**src/shared/trc_pkg.sv**
```systemverilog
// Shared constants and types for the trinary remote codec pair
package trc_pkg;

   // ---------------------------------------------------------------
   // Clocking
   // ---------------------------------------------------------------
   localparam int SYS_CLK_NS = 50;
   localparam int ENC_CLK_NS = 1000;
   localparam int ENC_DIV = ENC_CLK_NS / SYS_CLK_NS;
   localparam int ENC_HALF = ENC_DIV / 2;

   // ---------------------------------------------------------------
   // Word layout
   // ---------------------------------------------------------------
   localparam int NUM_DIGITS = 9;
   localparam int ADDR_DIGITS = 5;
   localparam int DATA_BITS = 4;
   localparam int CODE_SPACE = 19683;
   localparam logic [1:0] TRIT_LOW = 2'h0;
   localparam logic [1:0] TRIT_HIGH = 2'h1;
   localparam logic [1:0] TRIT_OPEN = 2'h2;
   typedef logic [NUM_DIGITS-1:0][1:0] trc_word_t;

   // ---------------------------------------------------------------
   // Encoder timing, in encoder clock ticks; sensing in system cycles
   // ---------------------------------------------------------------
   localparam int TICKS_PER_PULSE = 4;
   localparam int LONG_HIGH_TICKS = 3;
   localparam int PULSES_PER_WORD = 2 * NUM_DIGITS;
   localparam int DATA_PERIOD_TICKS = 2 * TICKS_PER_PULSE;
   localparam int WORD_GAP_PERIODS = 3;
   localparam int GAP_TICKS = WORD_GAP_PERIODS * DATA_PERIOD_TICKS;
   localparam int SENSE_CYC = 2;

   // ---------------------------------------------------------------
   // Decoder timing, in encoder periods then system cycles
   // ---------------------------------------------------------------
   localparam int PW_THR_X100 = 172;
   localparam int EOT_X10 = 335;
   localparam int GAP_FRAC_X10 = 4;
   localparam int PW_THR_CYC =
      (PW_THR_X100 * ENC_CLK_NS) / (100 * SYS_CLK_NS);
   localparam int EOT_CYC = (EOT_X10 * ENC_CLK_NS) / (10 * SYS_CLK_NS);
   localparam int GAP_CYC = (EOT_CYC * GAP_FRAC_X10) / 10;

   // ---------------------------------------------------------------
   // Buffering
   // ---------------------------------------------------------------
   localparam int FIFO_DEPTH = 32;

endpackage
```
**src/shared/trc_link_if.sv**
```systemverilog
// Serial link between codec encoder and decoder
`timescale 1ns/100ps
interface trc_link_if;
   logic serial;
   modport enc (output serial);
   modport dec (input serial);
endinterface

```
**src/hdl/trc_decoder.sv**
```systemverilog
// Codec decoder: pulse classifier, double-word check, word FIFO
//
// Functional notes
// RQ1 - Encoder pins read low, high or open
// RQ2 - Low request sends; held low repeats
// RQ3 - Never trust a lone first word
// RQ4 - Three quiet data periods between words
// RQ5 - Digit as two short/long pulses
// RQ6 - Weak high then low classifies pins
// RQ7 - Idle and oscillator off after sequence
// RQ8 - Request starts oscillator, sensing, shifting
// RQ9 - Five address digits; match stores nibble
// RQ10 - Second match and equal nibble validate
// RQ11 - Data outputs hold until next valid
// RQ12 - Valid drops on mismatch or silence
// RQ13 - Open data digit decodes as one
// RQ14 - Address-only variant compares nine digits
// RQ15 - Local address must equal encoder pins
// RQ16 - Width threshold 1.72 encoder periods
// RQ17 - End of transmission after 33.5 periods
// RQ18 - Word gap at 0.4 of that
// RQ19 - External clock enters series input
// RQ20 - Request pin pulled up, inactive high
// RQ21 - Sample line at threshold after rise
`timescale 1ns/100ps
module trc_decoder #(
   parameter bit ADDR_ONLY = 1'b0,
   parameter int FIFO_DEPTH = trc_pkg::FIFO_DEPTH
) (
   input wire logic sys_clk_in,
   input wire logic nrst_in,
   trc_link_if.dec link,
   input wire trc_pkg::trc_word_t local_addr_in,
   output logic [trc_pkg::DATA_BITS-1:0] data_out,
   output logic valid_word_flag_out,
   output logic word_ready_out,
   output logic word_valid_out,
   input wire logic word_ack_in,
   output logic [trc_pkg::DATA_BITS-1:0] word_data_out
);
   import trc_pkg::*;

   localparam int CW = $clog2(EOT_CYC + 1);
   localparam logic [CW-1:0] THR_C = CW'(PW_THR_CYC);
   localparam logic [CW-1:0] GAP_C = CW'(GAP_CYC - 1);
   localparam logic [CW-1:0] EOT_C = CW'(EOT_CYC - 1);
   localparam logic [CW-1:0] SAT_C = CW'(EOT_CYC);
   localparam logic [3:0] DIG_FULL = 4'(NUM_DIGITS);
   localparam logic [3:0] DIG_LAST = 4'(NUM_DIGITS - 1);

   logic din_q;
   logic rise;
   logic [CW-1:0] hi_cnt_q;
   logic [CW-1:0] lo_cnt_q;
   logic sample_stb;
   logic gap_stb;
   logic eot_stb;
   logic half_q;
   logic first_long_q;
   logic [3:0] dig_q;
   trc_word_t rx_q;
   logic bad_q;
   logic err_stb;
   logic [1:0] trit_c;
   logic pair_bad;
   logic word_done_q;
   logic [NUM_DIGITS-1:0] eq;
   logic match;
   logic [DATA_BITS-1:0] nib_c;
   logic [DATA_BITS-1:0] nib_q;
   logic [DATA_BITS-1:0] data_q;
   logic have_first_q;
   logic valid_q;
   logic confirm;
   logic push;

   // ---------------------------------------------------------------
   // Pulse width timer
   // ---------------------------------------------------------------
   assign rise = link.serial & ~din_q;
   // One decision per pulse, at the threshold after the rising edge
   assign sample_stb = hi_cnt_q == THR_C; // [RQ16] [RQ21]

   always_ff @(posedge sys_clk_in or negedge nrst_in) begin
      if (!nrst_in) begin
         din_q <= 1'b0;
         hi_cnt_q <= '0;
      end else begin
         din_q <= link.serial;
         if (rise) begin
            hi_cnt_q <= CW'(1);
         end else if (sample_stb || hi_cnt_q == '0) begin
            hi_cnt_q <= '0;
         end else begin
            hi_cnt_q <= hi_cnt_q + 1'b1;
         end
      end
   end

   // ---------------------------------------------------------------
   // Word gap timer
   // ---------------------------------------------------------------
   // Low-time counter saturates so each threshold fires once per gap
   assign gap_stb = ~link.serial && lo_cnt_q == GAP_C; // [RQ18]
   assign eot_stb = ~link.serial && lo_cnt_q == EOT_C; // [RQ17]

   always_ff @(posedge sys_clk_in or negedge nrst_in) begin
      if (!nrst_in) begin
         lo_cnt_q <= '0;
      end else if (link.serial) begin
         lo_cnt_q <= '0;
      end else if (lo_cnt_q != SAT_C) begin
         lo_cnt_q <= lo_cnt_q + 1'b1;
      end
   end

   // ---------------------------------------------------------------
   // Digit assembly
   // ---------------------------------------------------------------
   // Short-short low, long-long high, long-short open; short-long is illegal
   always_comb begin
      trit_c = TRIT_LOW;
      pair_bad = 1'b0;
      unique case ({first_long_q, link.serial})
         2'b00: trit_c = TRIT_LOW; // [RQ5]
         2'b11: trit_c = TRIT_HIGH; // [RQ5]
         2'b10: trit_c = TRIT_OPEN; // [RQ5]
         2'b01: pair_bad = 1'b1;
      endcase
   end

   // A stray pulse past the ninth digit spoils the word too
   assign err_stb = sample_stb && !bad_q &&
                    (dig_q == DIG_FULL || (half_q && pair_bad));

   always_ff @(posedge sys_clk_in or negedge nrst_in) begin
      if (!nrst_in) begin
         half_q <= 1'b0;
         first_long_q <= 1'b0;
         dig_q <= '0;
         bad_q <= 1'b0;
         word_done_q <= 1'b0;
      end else begin
         word_done_q <= 1'b0;
         if (gap_stb) begin
            // Partial words are thrown away at the gap
            half_q <= 1'b0;
            dig_q <= '0;
            bad_q <= 1'b0;
         end else if (err_stb) begin
            bad_q <= 1'b1;
         end else if (sample_stb && !bad_q) begin
            if (!half_q) begin
               first_long_q <= link.serial; // [RQ21]
               half_q <= 1'b1;
            end else begin
               half_q <= 1'b0;
               dig_q <= dig_q + 1'b1;
               word_done_q <= dig_q == DIG_LAST;
            end
         end
      end
   end

   generate
      for (genvar i = 0; i < NUM_DIGITS; i++) begin : g_rx
         always_ff @(posedge sys_clk_in or negedge nrst_in) begin
            if (!nrst_in) begin
               rx_q[i] <= TRIT_LOW;
            end else if (sample_stb && !bad_q && half_q && !pair_bad &&
                         dig_q == 4'(i)) begin
               rx_q[i] <= trit_c;
            end
         end
         // Trits compared exactly; data digits skipped unless
         // the address-only variant is built [RQ9] [RQ14] [RQ15]
         assign eq[i] = (rx_q[i] == local_addr_in[i]) ||
                        (!ADDR_ONLY && i >= ADDR_DIGITS);
      end
      for (genvar j = 0; j < DATA_BITS; j++) begin : g_nib
         // Only low reads as zero; open counts as one [RQ13]
         assign nib_c[j] = rx_q[ADDR_DIGITS + j] != TRIT_LOW;
      end
   endgenerate

   assign match = &eq;

   // ---------------------------------------------------------------
   // Double-word check
   // ---------------------------------------------------------------
   // A lone first word never validates, power-up garbage included
   assign confirm = word_done_q && match && have_first_q &&
                    (ADDR_ONLY || nib_c == nib_q); // [RQ3] [RQ10] [RQ14]

   always_ff @(posedge sys_clk_in or negedge nrst_in) begin
      if (!nrst_in) begin
         valid_q <= 1'b0;
         have_first_q <= 1'b0;
         nib_q <= '0;
      end else if (eot_stb || err_stb) begin
         valid_q <= 1'b0; // [RQ12]
         have_first_q <= 1'b0;
      end else if (word_done_q) begin
         if (!match) begin
            valid_q <= 1'b0; // [RQ12]
            have_first_q <= 1'b0;
         end else begin
            // Stored without touching the outputs [RQ9]
            nib_q <= nib_c;
            have_first_q <= 1'b1;
            valid_q <= confirm; // [RQ10] [RQ12]
         end
      end
   end

   // Data outputs change only on a confirmed word [RQ10] [RQ11]
   always_ff @(posedge sys_clk_in or negedge nrst_in) begin
      if (!nrst_in) begin
         data_q <= '0;
      end else if (confirm && !ADDR_ONLY) begin
         data_q <= nib_c;
      end
   end

   assign data_out = data_q;
   assign valid_word_flag_out = valid_q;

   // ---------------------------------------------------------------
   // Confirmed word queue
   // ---------------------------------------------------------------
   // The link cannot be stalled, so a word confirmed while the
   // queue is full is not queued; word_ready_out shows that
   assign push = confirm;

   trc_fifo #(
      .W(DATA_BITS),
      .DEPTH(FIFO_DEPTH)
   ) u_fifo (
      .sys_clk_in(sys_clk_in),
      .nrst_in(nrst_in),
      .in_valid_in(push),
      .in_ready_out(word_ready_out),
      .in_data_in(ADDR_ONLY ? '0 : nib_c),
      .out_valid_out(word_valid_out),
      .out_ready_in(word_ack_in),
      .out_data_out(word_data_out)
   );
endmodule

```
**src/hdl/trc_fifo.sv**
```systemverilog
// Flip-flop FIFO with valid/ready on both sides
`timescale 1ns/100ps
module trc_fifo #(
   parameter int W = 4,
   parameter int DEPTH = 32
) (
   input wire logic sys_clk_in,
   input wire logic nrst_in,
   input wire logic in_valid_in,
   output logic in_ready_out,
   input wire logic [W-1:0] in_data_in,
   output logic out_valid_out,
   input wire logic out_ready_in,
   output logic [W-1:0] out_data_out
);
   localparam int AW = $clog2(DEPTH);
   localparam logic [AW:0] FULL_CNT = (AW+1)'(DEPTH);
   localparam logic [AW-1:0] LAST = AW'(DEPTH - 1);

   logic [W-1:0] mem_q [DEPTH];
   logic [AW-1:0] wr_q;
   logic [AW-1:0] rd_q;
   logic [AW:0] cnt_q;
   logic push;
   logic pop;

   assign in_ready_out = cnt_q != FULL_CNT;
   assign out_valid_out = cnt_q != '0;
   assign push = in_valid_in & in_ready_out;
   assign pop = out_valid_out & out_ready_in;
   assign out_data_out = mem_q[rd_q];

   always_ff @(posedge sys_clk_in or negedge nrst_in) begin
      if (!nrst_in) begin
         for (int i = 0; i < DEPTH; i++) begin
            mem_q[i] <= '0;
         end
      end else if (push) begin
         mem_q[wr_q] <= in_data_in;
      end
   end

   always_ff @(posedge sys_clk_in or negedge nrst_in) begin
      if (!nrst_in) begin
         wr_q <= '0;
         rd_q <= '0;
         cnt_q <= '0;
      end else begin
         if (push) begin
            wr_q <= (wr_q == LAST) ? '0 : wr_q + 1'b1;
         end
         if (pop) begin
            rd_q <= (rd_q == LAST) ? '0 : rd_q + 1'b1;
         end
         if (push && !pop) begin
            cnt_q <= cnt_q + 1'b1;
         end else if (pop && !push) begin
            cnt_q <= cnt_q - 1'b1;
         end
      end
   end
endmodule

```
**src/flat_wrapper.sv**
```systemverilog
// flat-port wrapper written by rule: the top's interface ports become plain ports
module trc_decoder_flat import trc_pkg::*;
#(
   parameter bit ADDR_ONLY = 1'b0,
   parameter int FIFO_DEPTH = trc_pkg::FIFO_DEPTH
)
  (sys_clk_in, nrst_in, local_addr_in, data_out, valid_word_flag_out, word_ready_out, word_valid_out, word_ack_in, word_data_out, link_serial);
  trc_link_if link_i ();
  input wire logic sys_clk_in;
  input wire logic nrst_in;
  input wire trc_pkg::trc_word_t local_addr_in;
  output logic [trc_pkg::DATA_BITS-1:0] data_out;
  output logic valid_word_flag_out;
  output logic word_ready_out;
  output logic word_valid_out;
  input wire logic word_ack_in;
  output logic [trc_pkg::DATA_BITS-1:0] word_data_out;
  input wire logic [$bits(link_i.serial)-1:0] link_serial;
  assign link_i.serial = link_serial;
  trc_decoder #(.ADDR_ONLY(ADDR_ONLY), .FIFO_DEPTH(FIFO_DEPTH)) u_core (.sys_clk_in(sys_clk_in), .nrst_in(nrst_in), .link(link_i), .local_addr_in(local_addr_in), .data_out(data_out), .valid_word_flag_out(valid_word_flag_out), .word_ready_out(word_ready_out), .word_valid_out(word_valid_out), .word_ack_in(word_ack_in), .word_data_out(word_data_out));
endmodule
```
**config.mk**
```make
export PLATFORM = sky130hd
export DESIGN_NAME = trc_decoder_flat
export DESIGN_NICKNAME = d
export VERILOG_FILES = /design/src/shared/trc_pkg.sv /design/src/shared/trc_link_if.sv /design/src/hdl/trc_decoder.sv /design/src/hdl/trc_fifo.sv /design/src/flat_wrapper.sv
export SDC_FILE = /design/constraint.sdc
export NUM_CORES = 1
export LEC_CHECK = 0
export BUFFER_PORTS_ARGS = -buffer_cell sky130_fd_sc_hd__buf_2
export CAP_MARGIN = 40
export CORE_MARGIN = 5
export CORE_UTILIZATION = 45
export CTS_CLUSTER_DIAMETER = 100
export DETAILED_ROUTE_END_ITERATION = 16
export GPL_ROUTABILITY_DRIVEN = 0
export HOLD_SLACK_MARGIN = 0.08
export PLACE_DENSITY = 0.6
export RECOVER_POWER = 50
export SETUP_SLACK_MARGIN = 0.05
export SLEW_MARGIN = 20
export SYNTH_ARGS = -nofsm -noshare
export SYNTH_HDL_FRONTEND = slang
export SYNTH_SLANG_ARGS = --single-unit
```
**constraint.sdc**
```tcl
create_clock -name sys_clk_in -period 4 [get_ports sys_clk_in]
set_clock_uncertainty 0.2 [all_clocks]
set_input_delay 0.2 -clock sys_clk_in [delete_from_list [all_inputs] [get_ports sys_clk_in]]
set_output_delay 0.2 -clock sys_clk_in [all_outputs]
set_load 0.1 [all_outputs]
```
# [Word level (Yosys, flattened, before mapping)]
# Index checks and enable logic that the tools add are counted.
[op_classes] bitwise_logic=11 eq_ne=26 addsub=7 n_mux=36 n_reduce_logical=47 n_lt_le_gt_ge=3
[ops] cell="$bwmux 128" n=1
[ops] cell="$mux 10" n=4
[ops] cell="$mux 4" n=7
[ops] cell="$logic_and 1x1->1" n=22
[ops] cell="$add 10x1->10 const B" n=2
[ops] cell="$bmux 4 s5" n=1
[ops] cell="$demux 4 s5" n=1
[ops] cell="$reduce_bool 2->1" n=10
[ops] cell="$mux 1" n=17
[ops] cell="$eq 4x3->1 const B" n=4
[ops] cell="$ge 6x6->1 const B" n=2
[ops] cell="$mux 6" n=2
[ops] cell="$not 5->6" n=2
[ops] cell="$add 5x1->5 const B" n=2
[ops] cell="$eq 10x10->1 const B" n=1
[ops] cell="$eq 10x6->1 const B" n=1
[ops] cell="$eq 10x9->1 const B" n=1
[ops] cell="$eq 2x2->1" n=5
[ops] cell="$eq 5x5->1 const B" n=2
[ops] cell="$logic_not 10->1" n=1
[ops] cell="$mux 5" n=2
[ops] cell="$ne 10x10->1 const B" n=1
[ops] cell="$eq 4x2->1 const B" n=2
[ops] cell="$eq 4x4->1 const B" n=2
[ops] cell="other kinds (22)" n=35
[word_totals] elab_cells=186 ff_bits=201

# [Logic depth before layout (Yosys ltp)]
[depth] depth_word=10 mapped_depth=14 depth_no_buf=12

# [Hierarchy]
# From an unflattened synthesis, not the netlist that was laid out.
[unflattened] hier_cells=794 area_unflattened_um2=9919.5
[by_module_without_submodules] module="trc_fifo" area_per_inst_um2=7034.2 seq_area_each_um2=3603.5 n_inst=1 cells_per_inst=529
[by_module_without_submodules] module="trc_decoder" area_per_inst_um2=2885.3 seq_area_each_um2=1426.4 n_inst=1 cells_per_inst=265

# [Worst setup path before layout]
# Ideal clock, no wire load.
[synth_timing] path_kind="reg2reg" start="reg u_core.u_fifo.cnt_q[1]" end="reg u_core.u_fifo.cnt_q[5]" stages_incl_launch_ff=12 t_required_ps=3668 path_buffers=0 arrival_ps=3150 path_slack_ps=519 setup_ps=132 period_less_slack_ps=3481 cell_sequence="dfrtp_1 > or4_4 > or3b_4 > and4b_1 > ha_1 > inv_1 > ha_1 > a21oi_1 > o21ai_0 > mux2i_1 > o2111ai_1 > xor2_1"
[synth_via] elab_chain_len=5 word_cells_on_any_way=13
[synth_lines] element="start: declaration" line="trc_fifo.sv:23" source="logic [AW:0] cnt_q;"
[synth_lines] element="start signal: assignment" line="trc_fifo.sv:56" source="cnt_q <= cnt_q + 1'b1;"
[synth_lines] element="start signal: assignment" line="trc_fifo.sv:58" source="cnt_q <= cnt_q - 1'b1;"
[synth_lines] element="$ne 6x6->1 (*)" line="trc_fifo.sv:27" source="assign in_ready_out = cnt_q != FULL_CNT;"
[synth_lines] element="named net word_ready_out" line="flat_wrapper.sv:14" source="output logic word_ready_out;"
[synth_lines] element="$and 1x1->1 (*)" line="trc_fifo.sv:29" source="assign push = in_valid_in & in_ready_out;"
[synth_lines] element="named net u_core.u_fifo.push" line="trc_fifo.sv:24" source="logic push;"
[synth_lines] element="$logic_not 1->1" line="trc_fifo.sv:57" source="end else if (pop && !push) begin"
[synth_lines] element="$logic_and 1x1->1" line="trc_fifo.sv:57"
[synth_lines] element="$reduce_bool 2->1 (no source line)"
# The timed path passes the listed nets; every way through them passes the cells marked *. The select of a mux whose other input is x is not followed.
# A chain may end at the register's enable or synchronous reset.

# [Final worst setup path]
[layout_timing] start="reg u_core.u_fifo.cnt_q[1]" end="reg u_core.u_fifo.cnt_q[5]"
[layout_via] elab_chain_len=5 word_cells_on_any_way=13
[layout_lines] element="$ne 6x6->1 (*)" line="trc_fifo.sv:27"
[layout_lines] element="$and 1x1->1 (*)" line="trc_fifo.sv:29"
[layout_lines] element="named net u_core.u_fifo.push" line="trc_fifo.sv:24"
[layout_lines] element="$logic_not 1->1" line="trc_fifo.sv:57"
[layout_lines] element="$logic_and 1x1->1" line="trc_fifo.sv:57"
[layout_lines] element="$reduce_bool 2->1 (no source line)"
# Marked as above.

==> flow_summary.ini <==
[outcome]
status = finished with violations
failed_checks = capacitance limit, slew limit

[finish]
drive_above_1_share_pct = 31.1
final_area_sq_mm = 0.0118
finalNetCount = 851
fillers = 1995
antennaDiodeCount = 0
areaGrowthSynthToFinish_pct = 11.5

[die]
boundaryPins = 33
core_sq_mm = 0.0233
dieArea_sq_mm = 0.0267
initial_core_util_pct = 45.3
fp-row-count = 56
die_w_microns = 163
die_h_microns = 163

[global_routing]
antenna_found_initial = 0
grt_pass1_vias = 6958
grt.overflow.total = 0
grt_pass1_wl_microns = 37100
grt_use_total_pct = 17.3
grt_max_degree = 75

[pwr]
clockPowerShare_pct = 37.5
power_switching_mw = 1.69
p_comb_share_pct = 20.1
ir_drop_mv = 0.565
intPower_mw = 3.77
p_leak_nw = 5.49
powerDensity_mw_per_mm2 = 463
p_total_mw = 5.46
p_seq_share_pct = 42.4
swShare_pct = 30.9

[placed_design]
dp_hpwl_microns = 15100
port_buffers = 24
dpl-instance-area_sq_mm = 0.0110

[sta]
setup_tns_ps = 0
fmax_mhz = 269
rsz0062_at_grt = no
fin_crit_ps = 3710
slew_headroom_pct = -68.4
setup_violations = 0
final_max_slew_viol_count = 121
whs_ps = 231
worst_pin_slew_ps = 2530
min_period_over_period_pct = 92.8
hold_violations = 0

[synthesis]
syn_area_sq_mm = 0.0106
yosys-top-cells-area = dfrtp_1, mux2_2, mux4_2, mux2_1, nor4_4
synth_cell_type_count = 63
syn_nets = 833
ys_seq_area_share_pct = 47.6
synth_top_area_share_pct = 47.6
synthArstFlopShare_pct = 100
avgSynthCellArea_sq_um = 13.4
synth_edf_count = 0
yosysMostFrequentCell = dfrtp_1
synth_cells = 788
synth_top_cells_by_count = dfrtp_1, mux2_2, mux2_1
synth_ff_type = dfrtp_1
yosysTopAreaCell = dfrtp_1
ys_warn_count = 0
ys_ff_latch = 201

[worst_setup_path]
path_max_fanout = 7
end_kind = flop
r2r_cells = 11
crit_type = reg2reg
r2r-start = u_core.u_fifo.cnt_q[1]
r2r-end = u_core.u_fifo.cnt_q[5]
arrival_ps = 3890
cp-start-kind = flop
required_ps = 4180
r2r_setup_slack_ps = 290

[worst_hold_path]
hold_end = u_core.valid_word_flag_out
hold_class = in2reg
hold_path_depth = 6
hold_path_startpoint = local_addr_in[3]

[clock_tree]
cts.repair.resized = 0
clockRootBuffer = clkbuf_16
clkLatencyLatePin_ps = 510
post_cts_buffers = 0
cts_htree_levels = 1
ctsHoldBuffers = 4
path_clk_slew_ps = 60
cts-buffers-inserted = 23
clock-sinks = 201
cts_tree = done
cts_buffer_depth = 3

[drt]
dr.pass1.iters = 4
ant_nets = 0
wl_per_cell_microns = 19.4
via_count = 6345
drc = 0
via_per_inst = 5.56
drt_wl_total_microns = 22100
drt_iter0_markers = 436

[job]
max_cap_violations = 2
per-layer routing:
layer / wire length (microns) / up-vias / global-route usage [%] / part of all wire [%]
met5: 0 / - / 0 / 0
met4: 620 / 0 / 4.54 / 2.8
met2: 11400 / 88 / 30.4 / 51
met1: 9430 / 3290 / 22.2 / 43
met3: 715 / 44 / 2.73 / 3.2
li1: - / 2923 / - / -
per-stage QoR:
step,instances,setup slack (ps),util (%)
6_report,1142,289,50.5
5_1_grt,1142,144,50.5
4_1_cts,1140,318,50.6
3_5_place_dp,1094,336,47.1
3_3_place_gp,1091,441,46.8
2_1_floorplan,788,519,-
worst max-delay path by stage:
stage | from | to | slack [ps] | cells past startpoint
2_1_floorplan | u_core.u_fifo.cnt_q[1] | u_core.u_fifo.cnt_q[5] | 520 | 11
3_3_place_gp | u_core.u_fifo.cnt_q[1] | u_core.u_fifo.cnt_q[5] | 440 | 11
3_5_place_dp | u_core.u_fifo.cnt_q[1] | u_core.u_fifo.cnt_q[5] | 340 | 11
4_1_cts | u_core.u_fifo.cnt_q[1] | u_core.u_fifo.cnt_q[5] | 320 | 11
5_1_grt | u_core.u_fifo.cnt_q[1] | u_core.u_fifo.cnt_q[5] | 140 | 11
6_report | u_core.u_fifo.cnt_q[1] | u_core.u_fifo.cnt_q[5] | 290 | 11
layout make-up:
| cell class | instances | area [sq um] | share of cell area [%] |
|---|---|---|---|
| multi-input combinational | 522 | 5230 | 44.4 |
| sequential | 201 | 5030 | 42.7 |
| clock buffer | 35 | 681 | 5.77 |
| tap | 319 | 399 | 3.39 |
| timing repair buffer | 43 | 322 | 2.73 |
| clock inverter | 7 | 66.3 | 0.563 |
| inverter | 15 | 56.3 | 0.478 |
critical path, cell delays in order (launching register included):
cell and delay (ps):
dfrtp_1 410, or4_4 570, or3b_4 460, and4b_1 280, ha_1 320, inv_1 170, ha_1 260, a21oi_1 220
o21ai_0 200, mux2i_1 180, o2111ai_1 140, xor2_1 170
kinds of logic (layout without fill, tap and decap cells):
logic type / count (synthesis) / in the layout / synth area share [%]
flip-flops: 201 / 201 / 47.6
adder cells (fa/ha/maj): 23 / 23 / 2.79
buffers and inverters: 65 / 100 / 2.96
multiplexers: 204 / 204 / 25.4
AND/OR/NAND/NOR: 215 / 215 / 15.3
AO/OA/AOI/OAI: 44 / 44 / 2.76
XOR/XNOR: 36 / 36 / 3.20
state kept, by name, indices dropped and copies added (netlist names), 5 cells and up:
name,flops
u_core.u_fifo.cnt_q,6
u_core.lo_cnt_q,10
u_core.u_fifo.wr_q,5
u_core.rx_q,18
u_core.u_fifo.mem_q,128
u_core.hi_cnt_q,10
u_core.u_fifo.rd_q,5
power by group through the flow:
stage	Sequential (mW)	Clock [mW]	Combinational, mW
4_1_cts	2.36	2.11	1.03
2_1_floorplan	2.20	0	0.917
5_1_grt	2.34	2.19	1.19
3_3_place_gp	2.43	0	0.912
3_5_place_dp	2.40	0	1.02
6_report	2.32	2.05	1.09
cells in the final DEF (no fill, tap or decap), types with 4 or more instances in the layout:
master     instances
dfrtp_1          199
buf_4              6
nor2_1            37
nand2b_1           4
nor4_1             4
nand4_1           13
xnor2_1           20
nor3_1            10
mux4_2            36
mux2i_1           12
o21a_1             4
buf_2             22
a22oi_1            5
nand3_1           12
mux2_1            54
o21ai_0           13
nor4_4            27
inv_1             15
and3_1            11
nor4_2             5
clkbuf_16         23
clkbuf_1          12
nor2b_1            4
and4_1             4
clkinv_2           4
mux2_2           102
xor2_1            13
nand2_1           52
clkbuf_8           7
a21oi_1            7
ha_1              22
Note: power is estimated with default switching activity, not from simulation.
